`src/cscs_pkg.sv`:
```
package cscs_pkg;
  // register byte addresses
  localparam logic [7:0] ADDR_CTRL = 8'h00;
  localparam logic [7:0] ADDR_OSC = 8'h04;
  localparam logic [7:0] ADDR_GPO = 8'h08;
  localparam logic [7:0] ADDR_STATUS = 8'h0C;
  // ctrl fields
  localparam int CTRL_EDGE_BIT = 0;
  localparam int CTRL_PCLK_DIS_BIT = 1;
  localparam int CTRL_MODE12_BIT = 2;
  localparam logic [2:0] CTRL_RESET = 3'h1;
  // oscillator frequency field
  localparam int OSC_LSB = 1;
  localparam logic [1:0] OSC_CODE_DEFAULT = 2'h1;
  // axi responses
  localparam logic [1:0] RESP_OKAY = 2'h0;
  localparam logic [1:0] RESP_SLVERR = 2'h2;
  // timing
  localparam int CLK_HZ = 50000000;
  localparam int LOSS_TIME_NS = 1000;
  localparam int LOSS_CYCLES = (LOSS_TIME_NS * (CLK_HZ / 1000000) + 999) / 1000;
  localparam int SETTLE_TIME_NS = 200;
  localparam int SETTLE_CYCLES = (SETTLE_TIME_NS * (CLK_HZ / 1000000) + 999) / 1000;
  localparam int CNT_W = 8;
  localparam int PIX_W = 14;

  typedef enum logic [1:0] {CSCS_SRC_OSC, CSCS_SRC_SETTLE, CSCS_SRC_PCLK} cscs_src_type;

  typedef struct packed {
    logic mode12;
    logic edge_rise;
    logic pclk_dis;
    logic [1:0] osc_code;
  } cscs_cfg_type;
endpackage

```
`src/cscs_edge_detect.sv`:
```
`timescale 1ns/10ps
module cscs_edge_detect
(
  // clock and reset
  input wire logic aclk,
  input wire logic aresetn,
  // sampled clock-like input
  input wire logic sig_in,
  // detected edges
  output logic rise,
  output logic fall
);
  typedef struct packed {
    logic s1;
    logic s2;
    logic s3;
  } cscs_ed_type;

  cscs_ed_type st_r;
  cscs_ed_type st_nxt;

  always_comb
  begin
    st_nxt = st_r;
    st_nxt.s1 = sig_in;
    st_nxt.s2 = st_r.s1;
    st_nxt.s3 = st_r.s2;
  end

  always_ff @(posedge aclk)
  begin
    if (!aresetn)
      st_r <= '0;
    else
      st_r <= st_nxt;
  end

  // edges judged on stages two and three only
  assign rise = st_r.s2 & ~st_r.s3;
  assign fall = ~st_r.s2 & st_r.s3;
endmodule // cscs_edge_detect

```
`src/cscs_clock_select.sv`:
```
`timescale 1ns/10ps
module cscs_clock_select
(
  // clock and reset
  input wire logic aclk,
  input wire logic aresetn,
  // axi4-lite write address
  input wire logic [7:0] s_axi_awaddr,
  input wire logic s_axi_awvalid,
  output logic s_axi_awready,
  // axi4-lite write data
  input wire logic [31:0] s_axi_wdata,
  input wire logic [3:0] s_axi_wstrb,
  input wire logic s_axi_wvalid,
  output logic s_axi_wready,
  // axi4-lite write response
  output logic [1:0] s_axi_bresp,
  output logic s_axi_bvalid,
  input wire logic s_axi_bready,
  // axi4-lite read address
  input wire logic [7:0] s_axi_araddr,
  input wire logic s_axi_arvalid,
  output logic s_axi_arready,
  // axi4-lite read data
  output logic [31:0] s_axi_rdata,
  output logic [1:0] s_axi_rresp,
  output logic s_axi_rvalid,
  input wire logic s_axi_rready,
  // imager side
  input wire logic power_down_n,
  input wire logic mode_strap_ext,
  input wire logic pclk_in,
  input wire logic [13:0] pixel_in,
  // external oscillator on gpio three, reference on gpio two
  input wire logic gpio_three_osc_in,
  output logic gpio_two_ref_out,
  // remote gpio values from back channel, self test oscillator code
  input wire logic [3:0] remote_gpio,
  input wire logic self_test,
  input wire logic [1:0] remote_osc_code,
  // general outputs
  output logic [3:0] gpo_out,
  output logic [3:0] gpo_oe,
  // serial side
  output logic [13:0] frame_data,
  output logic frame_valid,
  output logic serial_idle_high,
  output logic link_on_osc
);
  typedef struct packed {
    logic awready;
    logic wready;
    logic bvalid;
    logic [1:0] bresp;
    logic have_aw;
    logic have_w;
    logic [7:0] awaddr;
    logic [31:0] wdata;
    logic [3:0] wstrb;
    logic arready;
    logic rvalid;
    logic [1:0] rresp;
    logic [31:0] rdata;
    cscs_pkg::cscs_cfg_type cfg;
    logic [3:0] gpo_local;
    logic [3:0] gpo_sel_remote;
    logic strap_ext;
    logic strap_done;
    cscs_pkg::cscs_src_type src;
    logic [cscs_pkg::CNT_W-1:0] loss_cnt;
    logic [cscs_pkg::CNT_W-1:0] settle_cnt;
    logic [13:0] pix;
    logic [1:0][13:0] pix_dly;
    logic pix_ok;
    logic [1:0] phase;
    logic [13:0] frame_data;
    logic frame_valid;
    logic idle_high;
    logic ref_div;
    logic [3:0] gpo_out;
    logic [3:0] gpo_oe;
    logic on_osc;
  } cscs_state_type;

  cscs_state_type st_r;
  cscs_state_type st_nxt;
  logic pclk_rise;
  logic pclk_fall;
  logic osc_rise;

  cscs_edge_detect u_pclk_edge
  (
    .aclk(aclk),
    .aresetn(aresetn),
    .sig_in(pclk_in),
    .rise(pclk_rise),
    .fall(pclk_fall)
  );

  cscs_edge_detect u_osc_edge
  (
    .aclk(aclk),
    .aresetn(aresetn),
    .sig_in(gpio_three_osc_in),
    .rise(osc_rise),
    .fall()
  );

  function automatic logic [31:0] merge(input logic [31:0] old, input logic [31:0] dat, input logic [3:0] be);
    logic [31:0] res;
    res = old;
    for (int i = 0; i < 4; i++)
      if (be[i])
        res[i*8 +: 8] = dat[i*8 +: 8];
    return res;
  endfunction

  function automatic logic mapped(input logic [7:0] a);
    return a == cscs_pkg::ADDR_CTRL || a == cscs_pkg::ADDR_OSC || a == cscs_pkg::ADDR_GPO ||
      a == cscs_pkg::ADDR_STATUS;
  endfunction

  logic cap_edge;
  logic [31:0] wr_val;
  logic [31:0] cur_val;
  logic ext_mode;

  always_comb
  begin
    st_nxt = st_r;
    cur_val = '0;
    wr_val = '0;
    ext_mode = st_r.strap_ext;
    // strap caught once after reset release
    if (!st_r.strap_done)
    begin
      st_nxt.strap_ext = mode_strap_ext;
      st_nxt.strap_done = 1'b1;
    end
    // write channel: address and data in either order
    if (s_axi_awvalid && st_r.awready)
    begin
      st_nxt.awaddr = s_axi_awaddr;
      st_nxt.have_aw = 1'b1;
      st_nxt.awready = 1'b0;
    end
    if (s_axi_wvalid && st_r.wready)
    begin
      st_nxt.wdata = s_axi_wdata;
      st_nxt.wstrb = s_axi_wstrb;
      st_nxt.have_w = 1'b1;
      st_nxt.wready = 1'b0;
    end
    if (st_r.have_aw && st_r.have_w && !st_r.bvalid)
    begin
      st_nxt.have_aw = 1'b0;
      st_nxt.have_w = 1'b0;
      st_nxt.bvalid = 1'b1;
      st_nxt.bresp = mapped(st_r.awaddr) ? cscs_pkg::RESP_OKAY : cscs_pkg::RESP_SLVERR;
      case (st_r.awaddr)
        cscs_pkg::ADDR_CTRL:
        begin
          cur_val = 32'h0;
          cur_val[cscs_pkg::CTRL_EDGE_BIT] = st_r.cfg.edge_rise;
          cur_val[cscs_pkg::CTRL_PCLK_DIS_BIT] = st_r.cfg.pclk_dis;
          cur_val[cscs_pkg::CTRL_MODE12_BIT] = st_r.cfg.mode12;
          wr_val = merge(cur_val, st_r.wdata, st_r.wstrb);
          st_nxt.cfg.edge_rise = wr_val[cscs_pkg::CTRL_EDGE_BIT];
          st_nxt.cfg.pclk_dis = wr_val[cscs_pkg::CTRL_PCLK_DIS_BIT];
          st_nxt.cfg.mode12 = wr_val[cscs_pkg::CTRL_MODE12_BIT];
        end
        cscs_pkg::ADDR_OSC:
        begin
          // software writes ignored in self test, field owned by remote
          if (!self_test)
          begin
            wr_val = merge(32'h0, st_r.wdata, st_r.wstrb);
            if (st_r.wstrb[0])
              st_nxt.cfg.osc_code = wr_val[cscs_pkg::OSC_LSB +: 2];
          end
        end
        cscs_pkg::ADDR_GPO:
        begin
          wr_val = merge({24'h0, st_r.gpo_sel_remote, st_r.gpo_local}, st_r.wdata, st_r.wstrb);
          st_nxt.gpo_local = wr_val[3:0];
          st_nxt.gpo_sel_remote = wr_val[7:4];
        end
        default:
        begin
        end
      endcase
    end
    if (st_r.bvalid && s_axi_bready)
    begin
      st_nxt.bvalid = 1'b0;
      st_nxt.awready = 1'b1;
      st_nxt.wready = 1'b1;
    end
    if (self_test)
      st_nxt.cfg.osc_code = remote_osc_code;
    // read channel
    if (s_axi_arvalid && st_r.arready)
    begin
      st_nxt.arready = 1'b0;
      st_nxt.rvalid = 1'b1;
      st_nxt.rresp = mapped(s_axi_araddr) ? cscs_pkg::RESP_OKAY : cscs_pkg::RESP_SLVERR;
      st_nxt.rdata = 32'h0;
      case (s_axi_araddr)
        cscs_pkg::ADDR_CTRL:
        begin
          st_nxt.rdata[cscs_pkg::CTRL_EDGE_BIT] = st_r.cfg.edge_rise;
          st_nxt.rdata[cscs_pkg::CTRL_PCLK_DIS_BIT] = st_r.cfg.pclk_dis;
          st_nxt.rdata[cscs_pkg::CTRL_MODE12_BIT] = st_r.cfg.mode12;
        end
        cscs_pkg::ADDR_OSC:
          st_nxt.rdata[cscs_pkg::OSC_LSB +: 2] = st_r.cfg.osc_code;
        cscs_pkg::ADDR_GPO:
          st_nxt.rdata[7:0] = {st_r.gpo_sel_remote, st_r.gpo_local};
        cscs_pkg::ADDR_STATUS:
          st_nxt.rdata[3:0] = {st_r.strap_ext, st_r.idle_high, st_r.on_osc, st_r.src == cscs_pkg::CSCS_SRC_PCLK};
        default:
          st_nxt.rdata = 32'h0;
      endcase
    end
    if (st_r.rvalid && s_axi_rready)
    begin
      st_nxt.rvalid = 1'b0;
      st_nxt.arready = 1'b1;
    end
    // loss timer runs on the internal clock, reset by any pixel edge
    if (pclk_rise || pclk_fall)
      st_nxt.loss_cnt = '0;
    else if (st_r.loss_cnt != cscs_pkg::CNT_W'(cscs_pkg::LOSS_CYCLES))
      st_nxt.loss_cnt = st_r.loss_cnt + 1'b1;
    // source selection; settle stage keeps the switch clean
    case (st_r.src)
      cscs_pkg::CSCS_SRC_OSC:
      begin
        if (pclk_rise && !st_r.cfg.pclk_dis && power_down_n)
        begin
          st_nxt.src = cscs_pkg::CSCS_SRC_SETTLE;
          st_nxt.settle_cnt = '0;
        end
      end
      cscs_pkg::CSCS_SRC_SETTLE:
      begin
        if (st_r.loss_cnt == cscs_pkg::CNT_W'(cscs_pkg::LOSS_CYCLES) || st_r.cfg.pclk_dis)
          st_nxt.src = cscs_pkg::CSCS_SRC_OSC;
        else if (st_r.settle_cnt == cscs_pkg::CNT_W'(cscs_pkg::SETTLE_CYCLES - 1))
          st_nxt.src = cscs_pkg::CSCS_SRC_PCLK;
        else
          st_nxt.settle_cnt = st_r.settle_cnt + 1'b1;
      end
      cscs_pkg::CSCS_SRC_PCLK:
      begin
        if (st_r.loss_cnt == cscs_pkg::CNT_W'(cscs_pkg::LOSS_CYCLES) || st_r.cfg.pclk_dis)
          st_nxt.src = cscs_pkg::CSCS_SRC_OSC;
      end
      default:
        st_nxt.src = cscs_pkg::CSCS_SRC_OSC;
    endcase
    if (!power_down_n)
      st_nxt.src = cscs_pkg::CSCS_SRC_OSC;
    // pixel capture on the chosen edge
    // data delayed two stages, matching stage two of the edge detector, else the wrong word is latched
    cap_edge = st_r.cfg.edge_rise ? pclk_rise : pclk_fall;
    st_nxt.pix_dly = {st_r.pix_dly[0], pixel_in[cscs_pkg::PIX_W-1:0]};
    st_nxt.pix_ok = 1'b0;
    if (cap_edge)
    begin
      st_nxt.pix = st_r.pix_dly[1];
      st_nxt.pix_ok = 1'b1;
    end
    // frame emit: every 2nd pixel in 10-bit, 2 of every 3 in 12-bit
    st_nxt.frame_valid = 1'b0;
    if (st_r.src != cscs_pkg::CSCS_SRC_PCLK)
      st_nxt.phase = '0;
    else if (st_r.pix_ok)
    begin
      if (st_r.cfg.mode12)
      begin
        st_nxt.phase = (st_r.phase == 2'h2) ? 2'h0 : st_r.phase + 2'h1;
        st_nxt.frame_valid = st_r.phase != 2'h2;
      end
      else
      begin
        st_nxt.phase = {1'b0, ~st_r.phase[0]};
        st_nxt.frame_valid = st_r.phase[0];
      end
      st_nxt.frame_data = st_r.pix;
    end
    // oscillator source keeps link up with the default frame clock
    st_nxt.on_osc = power_down_n && st_r.src != cscs_pkg::CSCS_SRC_PCLK &&
      st_r.cfg.osc_code == cscs_pkg::OSC_CODE_DEFAULT;
    st_nxt.idle_high = !power_down_n || st_r.src == cscs_pkg::CSCS_SRC_SETTLE;
    if (!power_down_n)
      st_nxt.frame_valid = 1'b0;
    // halved oscillator reference, toggled per oscillator rising edge
    if (ext_mode && osc_rise)
      st_nxt.ref_div = ~st_r.ref_div;
    else if (!ext_mode)
      st_nxt.ref_div = 1'b0;
    // general outputs: local register or remote value per bit, except bits two and three in external mode
    for (int i = 0; i < 4; i++)
      st_nxt.gpo_out[i] = st_r.gpo_sel_remote[i] ? remote_gpio[i] : st_r.gpo_local[i];
    st_nxt.gpo_oe = 4'hF;
    if (ext_mode)
    begin
      st_nxt.gpo_out[2] = st_r.ref_div;
      st_nxt.gpo_out[3] = 1'b0;
      st_nxt.gpo_oe[3] = 1'b0;
    end
  end

  always_ff @(posedge aclk)
  begin
    if (!aresetn)
    begin
      st_r <= '0;
      st_r.awready <= 1'b1;
      st_r.wready <= 1'b1;
      st_r.arready <= 1'b1;
      st_r.cfg.edge_rise <= cscs_pkg::CTRL_RESET[cscs_pkg::CTRL_EDGE_BIT];
      st_r.cfg.osc_code <= cscs_pkg::OSC_CODE_DEFAULT;
      st_r.src <= cscs_pkg::CSCS_SRC_OSC;
      st_r.idle_high <= 1'b1;
    end
    else
      st_r <= st_nxt;
  end

  assign s_axi_awready = st_r.awready;
  assign s_axi_wready = st_r.wready;
  assign s_axi_bvalid = st_r.bvalid;
  assign s_axi_bresp = st_r.bresp;
  assign s_axi_arready = st_r.arready;
  assign s_axi_rvalid = st_r.rvalid;
  assign s_axi_rresp = st_r.rresp;
  assign s_axi_rdata = st_r.rdata;
  assign gpio_two_ref_out = st_r.ref_div;
  assign gpo_out = st_r.gpo_out;
  assign gpo_oe = st_r.gpo_oe;
  assign frame_data = st_r.frame_data;
  assign frame_valid = st_r.frame_valid;
  assign serial_idle_high = st_r.idle_high;
  assign link_on_osc = st_r.on_osc;
endmodule // cscs_clock_select

```
`config.mk`:
```
export PLATFORM = sky130hd
export DESIGN_NAME = cscs_clock_select
export DESIGN_NICKNAME = d
export VERILOG_FILES = /design/src/cscs_pkg.sv /design/src/cscs_edge_detect.sv /design/src/cscs_clock_select.sv
export SDC_FILE = /design/constraint.sdc
export NUM_CORES = 1
export LEC_CHECK = 0
export ABC_AREA = 1
export BUFFER_PORTS_ARGS = -buffer_cell sky130_fd_sc_hd__buf_2
export CORE_MARGIN = 1
export CORE_UTILIZATION = 53
export DETAILED_ROUTE_END_ITERATION = 8
export GPL_ROUTABILITY_DRIVEN = 0
export PLACE_DENSITY = 0.8
export SYNTH_ARGS = -nofsm -noshare
export SYNTH_HDL_FRONTEND = slang
export SYNTH_SLANG_ARGS = --single-unit
```
`constraint.sdc`:
```
create_clock -name aclk -period 1.7 [get_ports aclk]
set_input_delay 0.425 -clock aclk [delete_from_list [all_inputs] [get_ports aclk]]
set_output_delay 0.425 -clock aclk [all_outputs]
set_load 0.02 [all_outputs]
```
# Yosys cells after proc, flatten, opt, wreduce, memory -nomap -nowiden
# Index checks and enable logic that the tools add are counted.
totals:
  ff_bits: 149
  elab_cells: 161
op_classes:
  addsub: 3
  n_eq_ne: 21
  mux: 36
  bitwise_logic: 12
  reduce_logical: 45
op_table:
  columns: ["operator", "n"]
  rows:
  - ["equality test 8 x 4 -> 1 bit, second input constant", 5]
  - ["two-way mux 8 bit", 5]
  - ["two-way mux 2 bit", 12]
  - ["adder 8 x 1 -> 8 bit, second input constant", 2]
  - ["equality test 8 x 3 -> 1 bit, second input constant", 2]
  - ["logical NOT 8 bit", 2]
  - ["case mux 8 bit (2 select lines)", 1]
  - ["logical AND 1 bit", 12]
  - ["AND reduction 3 bit", 4]
  - ["OR reduction 2 bit", 6]
  - ["two-way mux 1 bit", 11]
  - ["two-way mux 10 bit", 1]
  - ["!= test 2 bit, second input constant", 5]
  - ["logical OR 1 bit", 9]
  - ["inverter 1 bit", 9]
  - ["equality test 8 x 6 -> 1 bit, second input constant", 1]
  - ["two-way mux 4 bit", 2]
  - ["!= test 8 x 6 -> 1 bit, second input constant", 1]
  - ["case mux 2 bit (4 select lines)", 1]
  - ["nonzero test 2 bit", 4]
  - ["case mux 2 bit (3 select lines)", 1]
  - ["equality test 2 x 1 -> 1 bit, second input constant", 2]
  - ["equality test 2 bit, second input constant", 2]
  - ["!= test 2 x 1 -> 1 bit, second input constant", 2]
  - ["10 further kinds", 15]

# Logic depth before layout (Yosys ltp)
depth:
  depth_word: 6
  ltp_mapped: 11
  depth_no_buf: 11

# Modules after synthesis
# From an unflattened synthesis, not the netlist that was laid out.
unflattened:
  cells_unflattened: 737
  hier_area_um2: 5773.0
modules_own_cells:
  columns: ["module", "n_inst", "cells_per_inst", "area_each_um2", "seq_area_each_um2"]
  rows:
  - ["cscs_clock_select", 1, 711, 5572.8, 2722.6]
  - ["cscs_edge_detect", 2, 13, 100.1, 60.1]

# Least setup slack after synthesis
# Ideal clock, no wire load.
synth_path:
  path_type: "register -> register"
  from: "reg st_r[79] in the netlist's numbering"
  to: "reg st_r[71] in the netlist's numbering"
  setup_ns: 0.116
  t_arrival_ns: 1.164
  path_slack_ns: 0.420
  path_stages_with_launch: 11
  n_path_buf: 0
  cell_sequence: "dfxtp_1 -> inv_1 -> ha_1 -> nand2_1 -> nor2_2 -> nand2_4 -> nand2_4 -> nand2_4 -> nand2_8 -> nor2_1 -> nor2_1"
synth_between:
  elab_chain_len: 4
synth_rtl:
  columns: ["element", "line_no", "text"]
  rows:
  - ["start, declared", "cscs_clock_select.sv:85", "cscs_state_type st_r;"]
  - ["start signal, assigned", "cscs_clock_select.sv:329", "st_r <= st_nxt;"]
  - ["equality test 8 x 6 -> 1 bit", "cscs_clock_select.sv:247", "if (st_r.loss_cnt == cscs_pkg::CNT_W'(cscs_pkg::LOSS_CYCLES) || st_r.cfg.pclk_dis)"]
  - ["logical OR 1 bit", "cscs_clock_select.sv:247", null]
  - ["!= test 2 bit (no source line)", null, null]
  - ["AND reduction 4 bit (no source line)", null, null]
# No other way between the ends.
# A chain may end at the register's enable or synchronous reset.

# Worst setup path after layout
layout_path:
  from: "reg st_r[79] in the netlist's numbering"
  to: "reg st_r[77] in the netlist's numbering"
# The elaborated chain is that of the path after synthesis.

==> flow_summary.ini <==
[logic_synthesis]
synth_xor_area_share_pct = 0.598
async_flop_share_pct = 0
mappedNetlistArea_um2 = 5860
synthSimpleGateAreaFrac_pct = 20.8
synthMuxAreaShare_pct = 0.341
yosys.area_share.adder_pct = 1.28
synth-seq-cells = 142
synth_edf_count = 0
ys_warn_count = 0
syn_area_per_cell_um2 = 7.84
synth_cell_type_count = 39
synth_top_family_by_area = simple AND/OR/NAND/NOR gates
synth_flop_cell = dfxtp_1
yosysSeqAreaShare_pct = 48.5
synth_compound_area_share_pct = 12.3
synth_cells = 748

[power_and_ir_drop]
vdd_drop_max_uv = 577
p_leak_nw = 3.18
p_per_area_nw_per_um2 = 1120

[clock_tree]
h-tree-depth = 4
cts_tree = built
cts_hold_buf = 0
clock_latency_ns = 0.52
clock-root-buffer = clkbuf_8
ctsResizeCount = 0
cts_buffer_depth = 2
numCtsBuffers = 17
clkSinkCount = 142
postCtsSetupBuffers = 0
path_clk_slew_ns = 0.06

[timing]
setup_tns_ns = 0
slew_viol_final = 0
period_share_pct = 88.5
clock.fmax_mhz = 665
min_period_ns = 1.50
grt_setup_unrepaired = false
finalSetupViolations = 0
clock-skew-final_ns = 0.0117
hold_viol_final = 0

[layout]
area_delta_synth_final_pct = 14.7
instances_no_fill = 969
diodes = 0
stdcell_area_um2 = 6730
drive_above_1_share_pct = 20.5
layout.nets = 906
num-fill-cells = 909

[drt]
wl_met2_mm = 5.11
postRouteAntennaNets = 0
drc_errors = 0
drtIter0Drc = 226
wirelength_mm = 11.1
wl_met1_mm = 5.25
drt_pre_antenna_iters = 5
maxUsedRoutingLayer = met5
met3_length_um = 566
vias = 4630
via_per_inst = 4.78
wl_per_cell_um = 11.5

[die]
die_w_um = 107
start_util_pct = 54.3
num_rows = 38
io_pins = 151
core_area_um2 = 10800
dieHeight_um = 107
die_area_um2 = 11500

[status]
status = completed

[grt]
antenna_found_initial = 1
grt_start_max_net_pins = 75
grt.overflow.total = 0
grt_pass1_vias = 4149
grt_pass1_wl_mm = 18.3
grt_use_total_pct = 20.0

[worst_hold_path]
hold_depth = 3
hold_end = st_nxt[51]
worstHoldStart = pixel_in[8]
hp-class = in -> reg

[worst_setup_path]
crit_fanout = 7
crit_path_end_kind = flop
regToRegSetupSlack_ns = 0.20
max_stage_delay_ns = 0.40
worst_setup_path_start_kind = flop
r2r-end = st_r[77]
crit_chain = inv_1 -> ha_1 -> nand2_1 -> nor2_2 -> nand2_4 -> nand3_2 -> nor2_2 -> nand2_1 -> a21oi_2
cpMaxStageDelayCell = dfxtp_1
worstRegToRegCells = 9
path_buf_inv = 1
critPathRequiredTime_ns = 2.16
worstSetupPathType = reg -> reg
path_delay_family = simple AND/OR/NAND/NOR gates
reg2reg_from = st_r[79]
cp.arrival_ns = 1.96

[placed_design]
port_buffers = 97
dp_hpwl_mm = 7.51
dp_cells = 937
place_area_um2 = 6160

[flow_run]
cap_violations = 0
## cells in the mapped netlist, types with 3 or more instances
master | instances | area share, %
dfxtp_1 | 142 | 48
o211ai_1 | 4 | 0.51
o21ai_0 | 52 | 4.4
a21oi_1 | 62 | 5.3
clkbuf_1 | 11 | 0.70
nor2_1 | 67 | 4.3
nand4_1 | 5 | 0.53
nand3_1 | 44 | 3.8
nand2_1 | 121 | 7.7
buf_4 | 58 | 7.4
a21oi_2 | 6 | 0.90
nor2_2 | 3 | 0.32
nand2_4 | 4 | 0.77
buf_2 | 10 | 0.85
nand2_2 | 9 | 0.96
nor3_1 | 7 | 0.60
ha_1 | 6 | 1.3
inv_1 | 104 | 6.7
## layer usage
layer  GRT usage, %  vias up
met2           32.6      119
met3           5.41       22
met4           8.12        2
met5              0        -
met1           25.0     2068
li1               -     2419
## cell type report
type                       instances  area (um^2)  area share (%)
tap                              140          175            2.60
inverter                         107          402            5.97
timing repair buffer             106          566            8.41
clock buffer                      18          428            6.36
clock inverter                    14          141            2.10
sequential                       142         2840            42.3
multi-input combinational        442         2170            32.3
## cell families after synthesis
family / count (synthesis)
AOI/OAI and AO/OA: 134
xor gates and xnor gates: 4
adders and majority gates: 6
buffers and inverters: 189
DFF: 142
muxes: 2
other: 1
and+or+nand+nor: 270
## worst min-delay path: cells and delay by family
family | cells | cell delay [ns]
AND/OR/NAND/NOR | 1 | 0.04
buffers and inverters | 2 | 0.12
## worst max path at each step
stage,startpoint,end,slack (ns),cells past startpoint
5_1_grt,st_r[79],st_r[77],0.08,9
4_1_cts,s_axi_bvalid,s_axi_bvalid,0.19,1
3_3_place_gp,s_axi_araddr[7],s_axi_rdata[1],0.24,8
6_report,st_r[79],st_r[77],0.20,9
2_1_floorplan,st_r[79],st_r[71],0.42,10
3_5_place_dp,s_axi_araddr[7],s_axi_rdata[2],0.20,8
## metrics by stage
stage               total power, mW  hold WS [ns]  utilization, %  worst slack [ns]
detailed placement             4.14         0.397            57.0             0.204
CTS                            7.61        0.0748            62.3             0.191
global route                   7.84        0.0827            62.3            0.0836
global placement               4.12         0.395            57.0             0.237
floorplan                      4.03         0.390               -             0.420
finish                         7.56        0.0877            62.3             0.196
## state kept, by name (all words and copies together) (netlist names), 2 cells and up
signal,count
st_r,82
s_axi_rdata,8
frame_data,14
gpo_out,4
u_osc_edge.st_nxt,2
gpo_oe,2
st_nxt,14
u_pclk_edge.st_nxt,2
## cells in the final DEF (no fill, tap or decap), types with 2 or more instances in the layout
cell       netlist  final
nand4_1          5      5
nor2_2           3      3
nand3_2          2      2
nand3b_1         2      2
nor2_4           2      2
nor2_1          67     67
a21oi_2          6      6
inv_8            0      5
a21oi_1         62     62
xnor2_1          2      2
o211ai_1         4      4
inv_1          104    104
o21a_1           2      2
nand2_2          9      9
clkinv_4         0      2
dfxtp_1        142    142
ha_1             6      6
nand2_1        121    121
o21ai_0         52     52
inv_2            2      2
o21ai_1          2      2
clkbuf_16        0     16
inv_6            0      5
buf_4           58      8
conb_1           1     26
nand3_1         44     44
buf_2           10     97
nor3_1           7      7
nor3_2           2      2
xor2_1           2      2
clkbuf_8         0      2
a31oi_1          2      2
nand2_4          4      4
## where the power goes
group,switching [mW],leakage [nW],internal [mW],total (mW)
Clock,1.58,0.280,1.92,3.50
Sequential,0.0724,1.16,3.46,3.54
Combinational,0.351,1.73,0.179,0.530
Note: power is estimated with default switching activity, not from simulation.
